### src/vgsc_regs.svh
// Constants for the protector self-check block.
// Assumes inclusion by the package and the design module only.
`ifndef VGSC_REGS_SVH
`define VGSC_REGS_SVH
`define VGSC_NUM_CH        8
`define VGSC_THR_W         8
`define VGSC_MODE_W        2
`define VGSC_MODE_BIST     2'h2
`define VGSC_MODE_SINGLE   2'h3
`define VGSC_MODE_OFF      2'h0
`define VGSC_DAC_NUM       4
`define VGSC_DAC_DEN       5
`define VGSC_SETTLE_NS     50
`define VGSC_CLK_NS        5
`define VGSC_SETTLE_CYC    ((`VGSC_SETTLE_NS + `VGSC_CLK_NS - 1) / `VGSC_CLK_NS)
`define VGSC_PAR_PERIOD    16
`endif

### src/vgsc_pkg.sv
// Types for the protector self-check block.
// Assumes vgsc_regs.svh is on the include path.
`include "vgsc_regs.svh"
package vgsc_pkg;
    typedef struct packed {
        logic [`VGSC_MODE_W-1:0] mode;
        logic [`VGSC_THR_W-1:0]  ov_thr;
        logic [`VGSC_THR_W-1:0]  uv_thr;
    } vgsc_cfg_t;

    typedef struct packed {
        logic                    config_parity_fail;
        logic                    over_comparator_fail;
        logic                    under_comparator_fail;
        logic [`VGSC_NUM_CH-1:0] voltage_path_fail;
        logic                    self_test_abort;
    } vgsc_flags_t;

    typedef enum logic [3:0] {
        VGSC_IDLE, VGSC_PRECHK, VGSC_CMP_HI, VGSC_CMP_LO, VGSC_UV_SET, VGSC_UV_CHK,
        VGSC_UV_CLR, VGSC_OV_SET, VGSC_OV_CHK, VGSC_OV_CLR, VGSC_DONE
    } vgsc_state_t;
endpackage

### src/vgsc_self_check.sv
// Protector self-check: parity guard, DAC readback, built-in self-test.
// Assumes analog comparators and fault logic outside, inputs synchronous to i_core_clk.
// Summary of operation
// - Latch config on go, check it every 16 cycles
// - Parity mismatch sets configuration parity fail flag
// - Route OV/UV DAC values to aux ADC
// - DAC reading equals threshold times 0.8
// - Mode 0b10 with go starts self-test
// - Test comparators above/below; flag failures
// - Open each active channel input, check UV and pin
// - Clear UV bit, release pin, next channel
// - UV path failure sets voltage path flag
// - Force each active channel's OV bit, check bit and pin
// - Comparators off at end; 0b11 resumes
// - New go mid-test follows current mode
// - Pre-existing fault before comparator test aborts
// - Keep-faults option leaves bits and pin asserted
// - Fault pin toggles per path when enabled
`timescale 1ns/100ps
`include "vgsc_regs.svh"
module vgsc_self_check
#(
    parameter int NUM_CH = `VGSC_NUM_CH,
    parameter int THR_W  = `VGSC_THR_W
)
(
    // Clock and reset
    input  wire logic                 i_core_clk,
    input  wire logic                 i_sys_rst,
    // Host control
    input  wire vgsc_pkg::vgsc_cfg_t  i_protector_control,
    input  wire logic                 i_protector_go,
    input  wire logic [NUM_CH-1:0]    i_active_channels,
    input  wire logic [3:0]           i_protector_channel_lock,
    input  wire logic                 i_self_test_keep_faults,
    input  wire logic                 i_fault_pin_enable,
    input  wire logic                 i_flags_clear,
    // Analog side
    input  wire logic                 i_ov_comp_out,
    input  wire logic                 i_uv_comp_out,
    input  wire logic [NUM_CH-1:0]    i_uv_fault_raw,
    input  wire logic [NUM_CH-1:0]    i_ov_fault_raw,
    // Protector drive
    output logic                      o_protector_enable,
    output logic [1:0]                o_comp_test_level,
    output logic [NUM_CH-1:0]         o_mux_input_open,
    output logic [NUM_CH-1:0]         o_ov_force,
    output logic                      o_fault_clear,
    output logic [THR_W-1:0]          o_ov_dac_aux,
    output logic [THR_W-1:0]          o_uv_dac_aux,
    output logic [3:0]                o_aux_dac_channel,
    // Status
    output logic [NUM_CH-1:0]         o_under_voltage_fault_flags,
    output logic [NUM_CH-1:0]         o_over_voltage_fault_flags,
    output logic                      o_fault_out_n,
    output vgsc_pkg::vgsc_flags_t     o_flags,
    output logic                      o_self_test_busy
);
    import vgsc_pkg::*;

    localparam int CW = $clog2(NUM_CH);
    localparam int SETTLE = `VGSC_SETTLE_CYC;

    vgsc_cfg_t           latch_q, latch_d;
    logic                par_q, par_d;
    logic [3:0]          ptick_q, ptick_d;
    logic                run_q, run_d;
    vgsc_flags_t         flg_q, flg_d;
    vgsc_state_t         st_q, st_d;
    logic [CW-1:0]       ch_q, ch_d;
    logic [7:0]          wait_q, wait_d;
    logic [1:0]          lvl_q, lvl_d;
    logic [NUM_CH-1:0]   open_q, open_d, force_q, force_d;
    logic                clr_q, clr_d;
    logic [NUM_CH-1:0]   uvf_q, uvf_d, ovf_q, ovf_d;
    logic                pin_q, pin_d;
    logic [THR_W-1:0]    ovdac_q, ovdac_d, uvdac_q, uvdac_d;
    logic                settled;
    logic                any_fault;

    assign settled = (wait_q == 8'(SETTLE));
    assign any_fault = (|i_uv_fault_raw) | (|i_ov_fault_raw);

    // Latch, parity and DAC readback
    always_comb
    begin
        latch_d = latch_q;
        par_d = par_q;
        run_d = run_q;
        ptick_d = ptick_q + 4'h1;
        ovdac_d = THR_W'((32'(latch_q.ov_thr) * `VGSC_DAC_NUM) / `VGSC_DAC_DEN);
        uvdac_d = THR_W'((32'(latch_q.uv_thr) * `VGSC_DAC_NUM) / `VGSC_DAC_DEN);
        if (i_protector_go)
        begin
            latch_d = i_protector_control;
            par_d = ^i_protector_control;
            run_d = (i_protector_control.mode != `VGSC_MODE_OFF);
        end
        else if (st_q == VGSC_DONE)
        begin
            run_d = 1'b0;
        end
    end

    always_ff @(posedge i_core_clk or posedge i_sys_rst)
    begin
        if (i_sys_rst)
        begin
            latch_q <= '0;
            par_q <= 1'b0;
            run_q <= 1'b0;
            ptick_q <= 4'h0;
            ovdac_q <= '0;
            uvdac_q <= '0;
        end
        else
        begin
            latch_q <= latch_d;
            par_q <= par_d;
            run_q <= run_d;
            ptick_q <= ptick_d;
            ovdac_q <= ovdac_d;
            uvdac_q <= uvdac_d;
        end
    end

    // Self-test sequencer and sticky flags
    always_comb
    begin
        st_d = st_q;
        ch_d = ch_q;
        wait_d = settled ? wait_q : wait_q + 8'h01;
        lvl_d = lvl_q;
        open_d = '0;
        force_d = '0;
        clr_d = 1'b0;
        flg_d = flg_q;
        uvf_d = i_uv_fault_raw;
        ovf_d = i_ov_fault_raw;
        pin_d = any_fault;
        if (i_flags_clear)
        begin
            flg_d = '0;
        end
        if (run_q && ptick_q == 4'hF && (^latch_q != par_q))
        begin
            flg_d.config_parity_fail = 1'b1;
        end
        unique case (st_q)
            VGSC_IDLE:
            begin
                lvl_d = 2'h0;
            end
            VGSC_PRECHK:
            begin
                if (any_fault)
                begin
                    flg_d.self_test_abort = 1'b1;
                    st_d = VGSC_DONE;
                end
                else
                begin
                    lvl_d = 2'h2;
                    wait_d = 8'h00;
                    st_d = VGSC_CMP_HI;
                end
            end
            VGSC_CMP_HI:
            begin
                if (settled)
                begin
                    if (!i_ov_comp_out || i_uv_comp_out)
                    begin
                        flg_d.over_comparator_fail = !i_ov_comp_out | flg_d.over_comparator_fail;
                        flg_d.under_comparator_fail = i_uv_comp_out | flg_d.under_comparator_fail;
                    end
                    lvl_d = 2'h1;
                    wait_d = 8'h00;
                    st_d = VGSC_CMP_LO;
                end
            end
            VGSC_CMP_LO:
            begin
                if (settled)
                begin
                    if (i_ov_comp_out)
                        flg_d.over_comparator_fail = 1'b1;
                    if (!i_uv_comp_out)
                        flg_d.under_comparator_fail = 1'b1;
                    lvl_d = 2'h0;
                    ch_d = '0;
                    wait_d = 8'h00;
                    st_d = VGSC_UV_SET;
                end
            end
            VGSC_UV_SET:
            begin
                if (!i_active_channels[ch_q])
                begin
                    st_d = VGSC_UV_CLR;
                end
                else
                begin
                    open_d[ch_q] = 1'b1;
                    if (settled)
                        st_d = VGSC_UV_CHK;
                end
            end
            VGSC_UV_CHK:
            begin
                open_d[ch_q] = 1'b1;
                if (!i_uv_fault_raw[ch_q] || !(i_fault_pin_enable ? any_fault : 1'b1))
                    flg_d.voltage_path_fail[ch_q] = 1'b1;
                st_d = VGSC_UV_CLR;
            end
            VGSC_UV_CLR:
            begin
                clr_d = !i_self_test_keep_faults;
                wait_d = 8'h00;
                if (ch_q == CW'(NUM_CH - 1))
                begin
                    ch_d = '0;
                    st_d = VGSC_OV_SET;
                end
                else
                begin
                    ch_d = ch_q + 1'b1;
                    st_d = VGSC_UV_SET;
                end
            end
            VGSC_OV_SET:
            begin
                force_d[ch_q] = i_active_channels[ch_q];
                if (!i_active_channels[ch_q])
                    st_d = VGSC_OV_CLR;
                else if (settled)
                    st_d = VGSC_OV_CHK;
            end
            VGSC_OV_CHK:
            begin
                force_d[ch_q] = 1'b1;
                if (!i_ov_fault_raw[ch_q] || !any_fault)
                    flg_d.voltage_path_fail[ch_q] = 1'b1;
                st_d = VGSC_OV_CLR;
            end
            VGSC_OV_CLR:
            begin
                clr_d = !i_self_test_keep_faults;
                wait_d = 8'h00;
                ch_d = ch_q + 1'b1;
                if (ch_q == CW'(NUM_CH - 1))
                    st_d = VGSC_DONE;
                else
                    st_d = VGSC_OV_SET;
            end
            VGSC_DONE:
            begin
                lvl_d = 2'h0;
                st_d = VGSC_IDLE;
            end
        endcase
        if (i_protector_go)
        begin
            ch_d = '0;
            wait_d = 8'h00;
            lvl_d = 2'h0;
            st_d = (i_protector_control.mode == `VGSC_MODE_BIST) ? VGSC_PRECHK : VGSC_IDLE;
        end
    end

    always_ff @(posedge i_core_clk or posedge i_sys_rst)
    begin
        if (i_sys_rst)
        begin
            st_q <= VGSC_IDLE;
            ch_q <= '0;
            wait_q <= 8'h00;
            lvl_q <= 2'h0;
            open_q <= '0;
            force_q <= '0;
            clr_q <= 1'b0;
            flg_q <= '0;
            uvf_q <= '0;
            ovf_q <= '0;
            pin_q <= 1'b0;
        end
        else
        begin
            st_q <= st_d;
            ch_q <= ch_d;
            wait_q <= wait_d;
            lvl_q <= lvl_d;
            open_q <= open_d;
            force_q <= force_d;
            clr_q <= clr_d;
            flg_q <= flg_d;
            uvf_q <= uvf_d;
            ovf_q <= ovf_d;
            pin_q <= pin_d;
        end
    end

    assign o_protector_enable = run_q;
    assign o_comp_test_level = lvl_q;
    assign o_mux_input_open = open_q;
    assign o_ov_force = force_q;
    assign o_fault_clear = clr_q;
    assign o_ov_dac_aux = ovdac_q;
    assign o_uv_dac_aux = uvdac_q;
    assign o_aux_dac_channel = i_protector_channel_lock;
    assign o_under_voltage_fault_flags = uvf_q;
    assign o_over_voltage_fault_flags = ovf_q;
    assign o_fault_out_n = !(pin_q && i_fault_pin_enable);
    assign o_flags = flg_q;
    assign o_self_test_busy = (st_q != VGSC_IDLE);
endmodule

### config.mk
export PLATFORM = sky130hd
export DESIGN_NAME = vgsc_self_check
export DESIGN_NICKNAME = d
export VERILOG_FILES = /design/src/vgsc_pkg.sv /design/src/vgsc_self_check.sv
export VERILOG_INCLUDE_DIRS = /design/src
export SDC_FILE = /design/constraint.sdc
export NUM_CORES = 1
export LEC_CHECK = 0
export BUFFER_PORTS_ARGS = -buffer_cell sky130_fd_sc_hd__buf_2
export CORE_UTILIZATION = 61
export DETAILED_ROUTE_END_ITERATION = 6
export HOLD_SLACK_MARGIN = 0.15
export PLACE_DENSITY = 0.92
export SYNTH_ARGS = -nofsm -noshare
export SYNTH_HDL_FRONTEND = slang
export SYNTH_SLANG_ARGS = --single-unit
### constraint.sdc
create_clock -name i_core_clk -period 11.8 [get_ports i_core_clk]
set_input_delay 1.18 -clock i_core_clk [delete_from_list [all_inputs] [get_ports i_core_clk]]
set_output_delay 1.18 -clock i_core_clk [all_outputs]
set_load 0.02 [all_outputs]
==> results.sh <==
export IMPL_status="complete, no violations"
export IMPL_drt_first_pass_iters=6
export IMPL_ctsHtreeMaxLevel=3
export IMPL_grt_start_max_net_pins=86
export IMPL_yosysSeqAreaShare_pct=23.21
export IMPL_seq_area_sq_mm=0.002577
export IMPL_fill_cells=1385
export IMPL_cts_made_buffers=9
export IMPL_r2r_end="o_ov_dac_aux[0]"
export IMPL_clk_latency_ps=370
export IMPL_yosysTopAreaCell="dfrtp_1"
export IMPL_yosysTopAreaCellShare_pct=23.21
export IMPL_path_clk_slew_ps=90
export IMPL_comb_power_share_pct=68.5
export IMPL_stdcell_area_sq_mm=0.01208
export IMPL_syn_nets=1512
export IMPL_antenna_left=0
export IMPL_timing_reg2reg_setup_slack_ps=1410
export IMPL_die_width_microns=136.9
export IMPL_grt_setup_unrepaired="false"
export IMPL_syn2layout_area_growth_pct=8.798
export IMPL_path_depth=34
export IMPL_io_pin_count=124
export IMPL_yosysUniqueCellTypes=105
export IMPL_skew_ps=10.12
export IMPL_maxCapViolCount=0
export IMPL_first_iter_violations=1513
export IMPL_yosys_warnings=0
export IMPL_synth_edf_count=0
export IMPL_setup_viol=0
export IMPL_avgViaCountPerCell=7.002
export IMPL_slowest_delay_ps=650
export IMPL_placed_area_sq_mm=0.01173
export IMPL_drt_total_wl_mm=33.81
export IMPL_fin_cells=1722
export IMPL_reg2regPathDepth=34
export IMPL_die_h_microns=136.9
export IMPL_crit_slowest_cell="a211oi_1"
export IMPL_fmax_mhz=96.25
export IMPL_drive_gt1_share_pct=15.12
export IMPL_num_vias=12058
export IMPL_finalCriticalPeriod_ps=10390
export IMPL_place_ws_ps=1286
export IMPL_clockRootBuffer="clkbuf_16"
export IMPL_power_total_mw=2.472
export IMPL_synth_common_cells="128 x nand2_1, 122 x nor2_1, 103 x dfrtp_1, 86 x o21ai_0, 85 x a21oi_1"
export IMPL_dp_hpwl_mm=24.77
export IMPL_dp_cells=1701
export IMPL_tightest_slew_ps=1041
export IMPL_cp_buffers_inverters=5
export IMPL_grt_ovfl_total=0
export IMPL_syn_cell_area_sq_mm=0.01111
export IMPL_net_switching_power_mw=1.300
export IMPL_wl_per_cell_microns=19.64
export IMPL_drc=0
export IMPL_slew_viol_final=0
export IMPL_grt_pass1_vias=11001
export IMPL_min_path_type="reg2reg"
export IMPL_yosysMostFrequentCell="nand2_1"
export IMPL_irDropWorstVdd_mv=0.1381
export IMPL_grt_pass1_wl_mm=54.87
export IMPL_intPower_mw=1.172
export IMPL_crit_end="o_ov_dac_aux[0]"
export IMPL_core_area_sq_mm=0.01754
export IMPL_multiInputGateArea_sq_mm=0.007968
export IMPL_crit_path_end_kind="flip-flop"
export IMPL_cp_max_fo=14
export IMPL_power_leakage_nw=4.889
export IMPL_p_sw_share_pct=52.58
export IMPL_relSlewSlack_pct=30.57
export IMPL_required_ps=12040
export IMPL_place_gp_congestion=0.9751
export IMPL_num_rows=48
export IMPL_tritoncts="yes"
export IMPL_critPathTopFamily="compound AO/OA/AOI/OAI gates"
export IMPL_r2r_start="latch_q[9]"
export IMPL_synthCells=1422
export IMPL_utilization_pct=68.91
export IMPL_antenna_found_initial=3
export IMPL_start_kind="flip-flop"
export IMPL_pwr_density_cell_mw_per_mm2=204.6
export IMPL_startpoint="latch_q[9]"
export IMPL_die_area_sq_mm=0.01875
export IMPL_syn_avg_cell_area_sq_um=7.811
export IMPL_pwr_share_clk_pct=13.4
export IMPL_clkSinkCount=103
export IMPL_grt_total_usage_pct=36.52
export IMPL_async_flop_share_pct=100.0
export IMPL_cp_arrival_ps=10630
export IMPL_crit_type="reg2reg"
export IMPL_fin_ws_ps=1411
export IMPL_io_buffers=115
export IMPL_cts_buffer_depth=2
export IMPL_nets=1580
export IMPL_seqPwrFrac_pct=18.1
export IMPL_finalHoldViolations=0
export IMPL_start_util_pct=63.33
export IMPL_synth_seq_cells=103
export IMPL_period_share_pct=88.04
export IMPL_setup_tns_ps=0
export IMPL_synthTopCellsByArea="dfrtp_1 23%, xnor2_1 6.3%, nand2_1 4.3%, nor2_1 4.1%, ha_1 4.1%"
export IMPL_ys_dominant_reg_cell="dfrtp_1"
export IMPL_holdWs_ps=479.1
timing repair:
item / CTS / global route
gates resized for setup: 0 / 1
buffers inserted: 0 / 3
hold buffers: 0 / 0
setup endpoints to repair: 0 / 1
flip-flops by register name, summed over array words and instances (netlist names):
name	flops
o_mux_input_open	8
o_fault_clear	1
latch_q	18
o_uv_dac_aux	8
ptick_q	4
o_over_voltage_fault_flags	8
o_ov_dac_aux	8
wait_q	8
o_under_voltage_fault_flags	8
pin_q	1
par_q	1
ch_q	3
st_q	4
o_ov_force	8
o_protector_enable	1
o_comp_test_level	2
o_flags	12
cell usage in the layout, fill, tap and decap left out, types with 7 or more instances in the layout:
master / n
a211oi_1: 20
a21o_1: 13
a21oi_1: 85
a221oi_1: 9
a22oi_1: 7
a311oi_1: 8
a31oi_1: 40
a41oi_1: 12
and2_1: 22
and3_1: 19
buf_2: 115
buf_4: 18
clkbuf_16: 9
dfrtp_1: 103
ha_1: 36
inv_1: 49
inv_2: 7
mux2_2: 12
mux2i_1: 24
nand2_1: 128
nand2b_1: 18
nand3_1: 52
nand3b_1: 7
nand4_1: 24
nor2_1: 121
nor2b_1: 9
nor3_1: 37
nor4_1: 17
o2111ai_1: 13
o211ai_1: 30
o21a_1: 13
o21ai_0: 86
o22ai_1: 20
o31ai_1: 11
or2_2: 9
or3_1: 17
xnor2_1: 80
xor2_1: 15
logic make-up (layout without fill, tap and decap cells):
family | after synthesis | count (layout) | synth area share [%]
XOR/XNOR | 96 | 96 | 7.638
multiplexers | 40 | 40 | 4.055
adder cells (fa/ha/maj) | 37 | 37 | 4.146
buffers and inverters | 134 | 207 | 5.081
other | 0 | 2 | 0
AND/OR/NAND/NOR | 526 | 526 | 24.49
AO/OA/AOI/OAI | 486 | 486 | 31.38
flip-flops | 103 | 103 | 23.21
worst min path at each step:
stage	from	to	slack, ps	depth (start not counted)
6_report	ptick_q[0]	ptick_q[0]	480	1
5_1_grt	ptick_q[0]	ptick_q[0]	490	1
4_1_cts	ptick_q[0]	ptick_q[0]	470	1
3_5_place_dp	ptick_q[0]	ptick_q[0]	450	1
3_3_place_gp	ptick_q[0]	ptick_q[0]	440	1
2_1_floorplan	ptick_q[0]	ptick_q[0]	420	1
area by class of cell:
type | instances | share of cell area [%]
repair buffers | 133 | 5.881
well taps | 225 | 2.330
diodes | 2 | 0.04142
clock buffers | 9 | 1.864
flip-flops and latches | 103 | 21.33
multi-input cells | 1185 | 65.93
inverters | 58 | 1.822
clock inverters | 7 | 0.7973
power by group through the flow:
stage / combinational [mW] / sequential (mW) / clock [mW]
6_report: 1.69 / 0.448 / 0.330
5_1_grt: 1.84 / 0.454 / 0.344
4_1_cts: 1.65 / 0.445 / 0.334
3_5_place_dp: 1.63 / 0.451 / 0
3_3_place_gp: 1.61 / 0.451 / 0
2_1_floorplan: 1.31 / 0.438 / 0
layer usage:
layer	up-vias	GRT usage [%]	wire, microns
met5	-	0	12
met4	2	13.37	1074
met3	125	6.185	2938
met2	760	59.29	15790
met1	5614	48.63	13990
li1	5557	-	-
No activity file was read; power rests on OpenSTA's default activity.
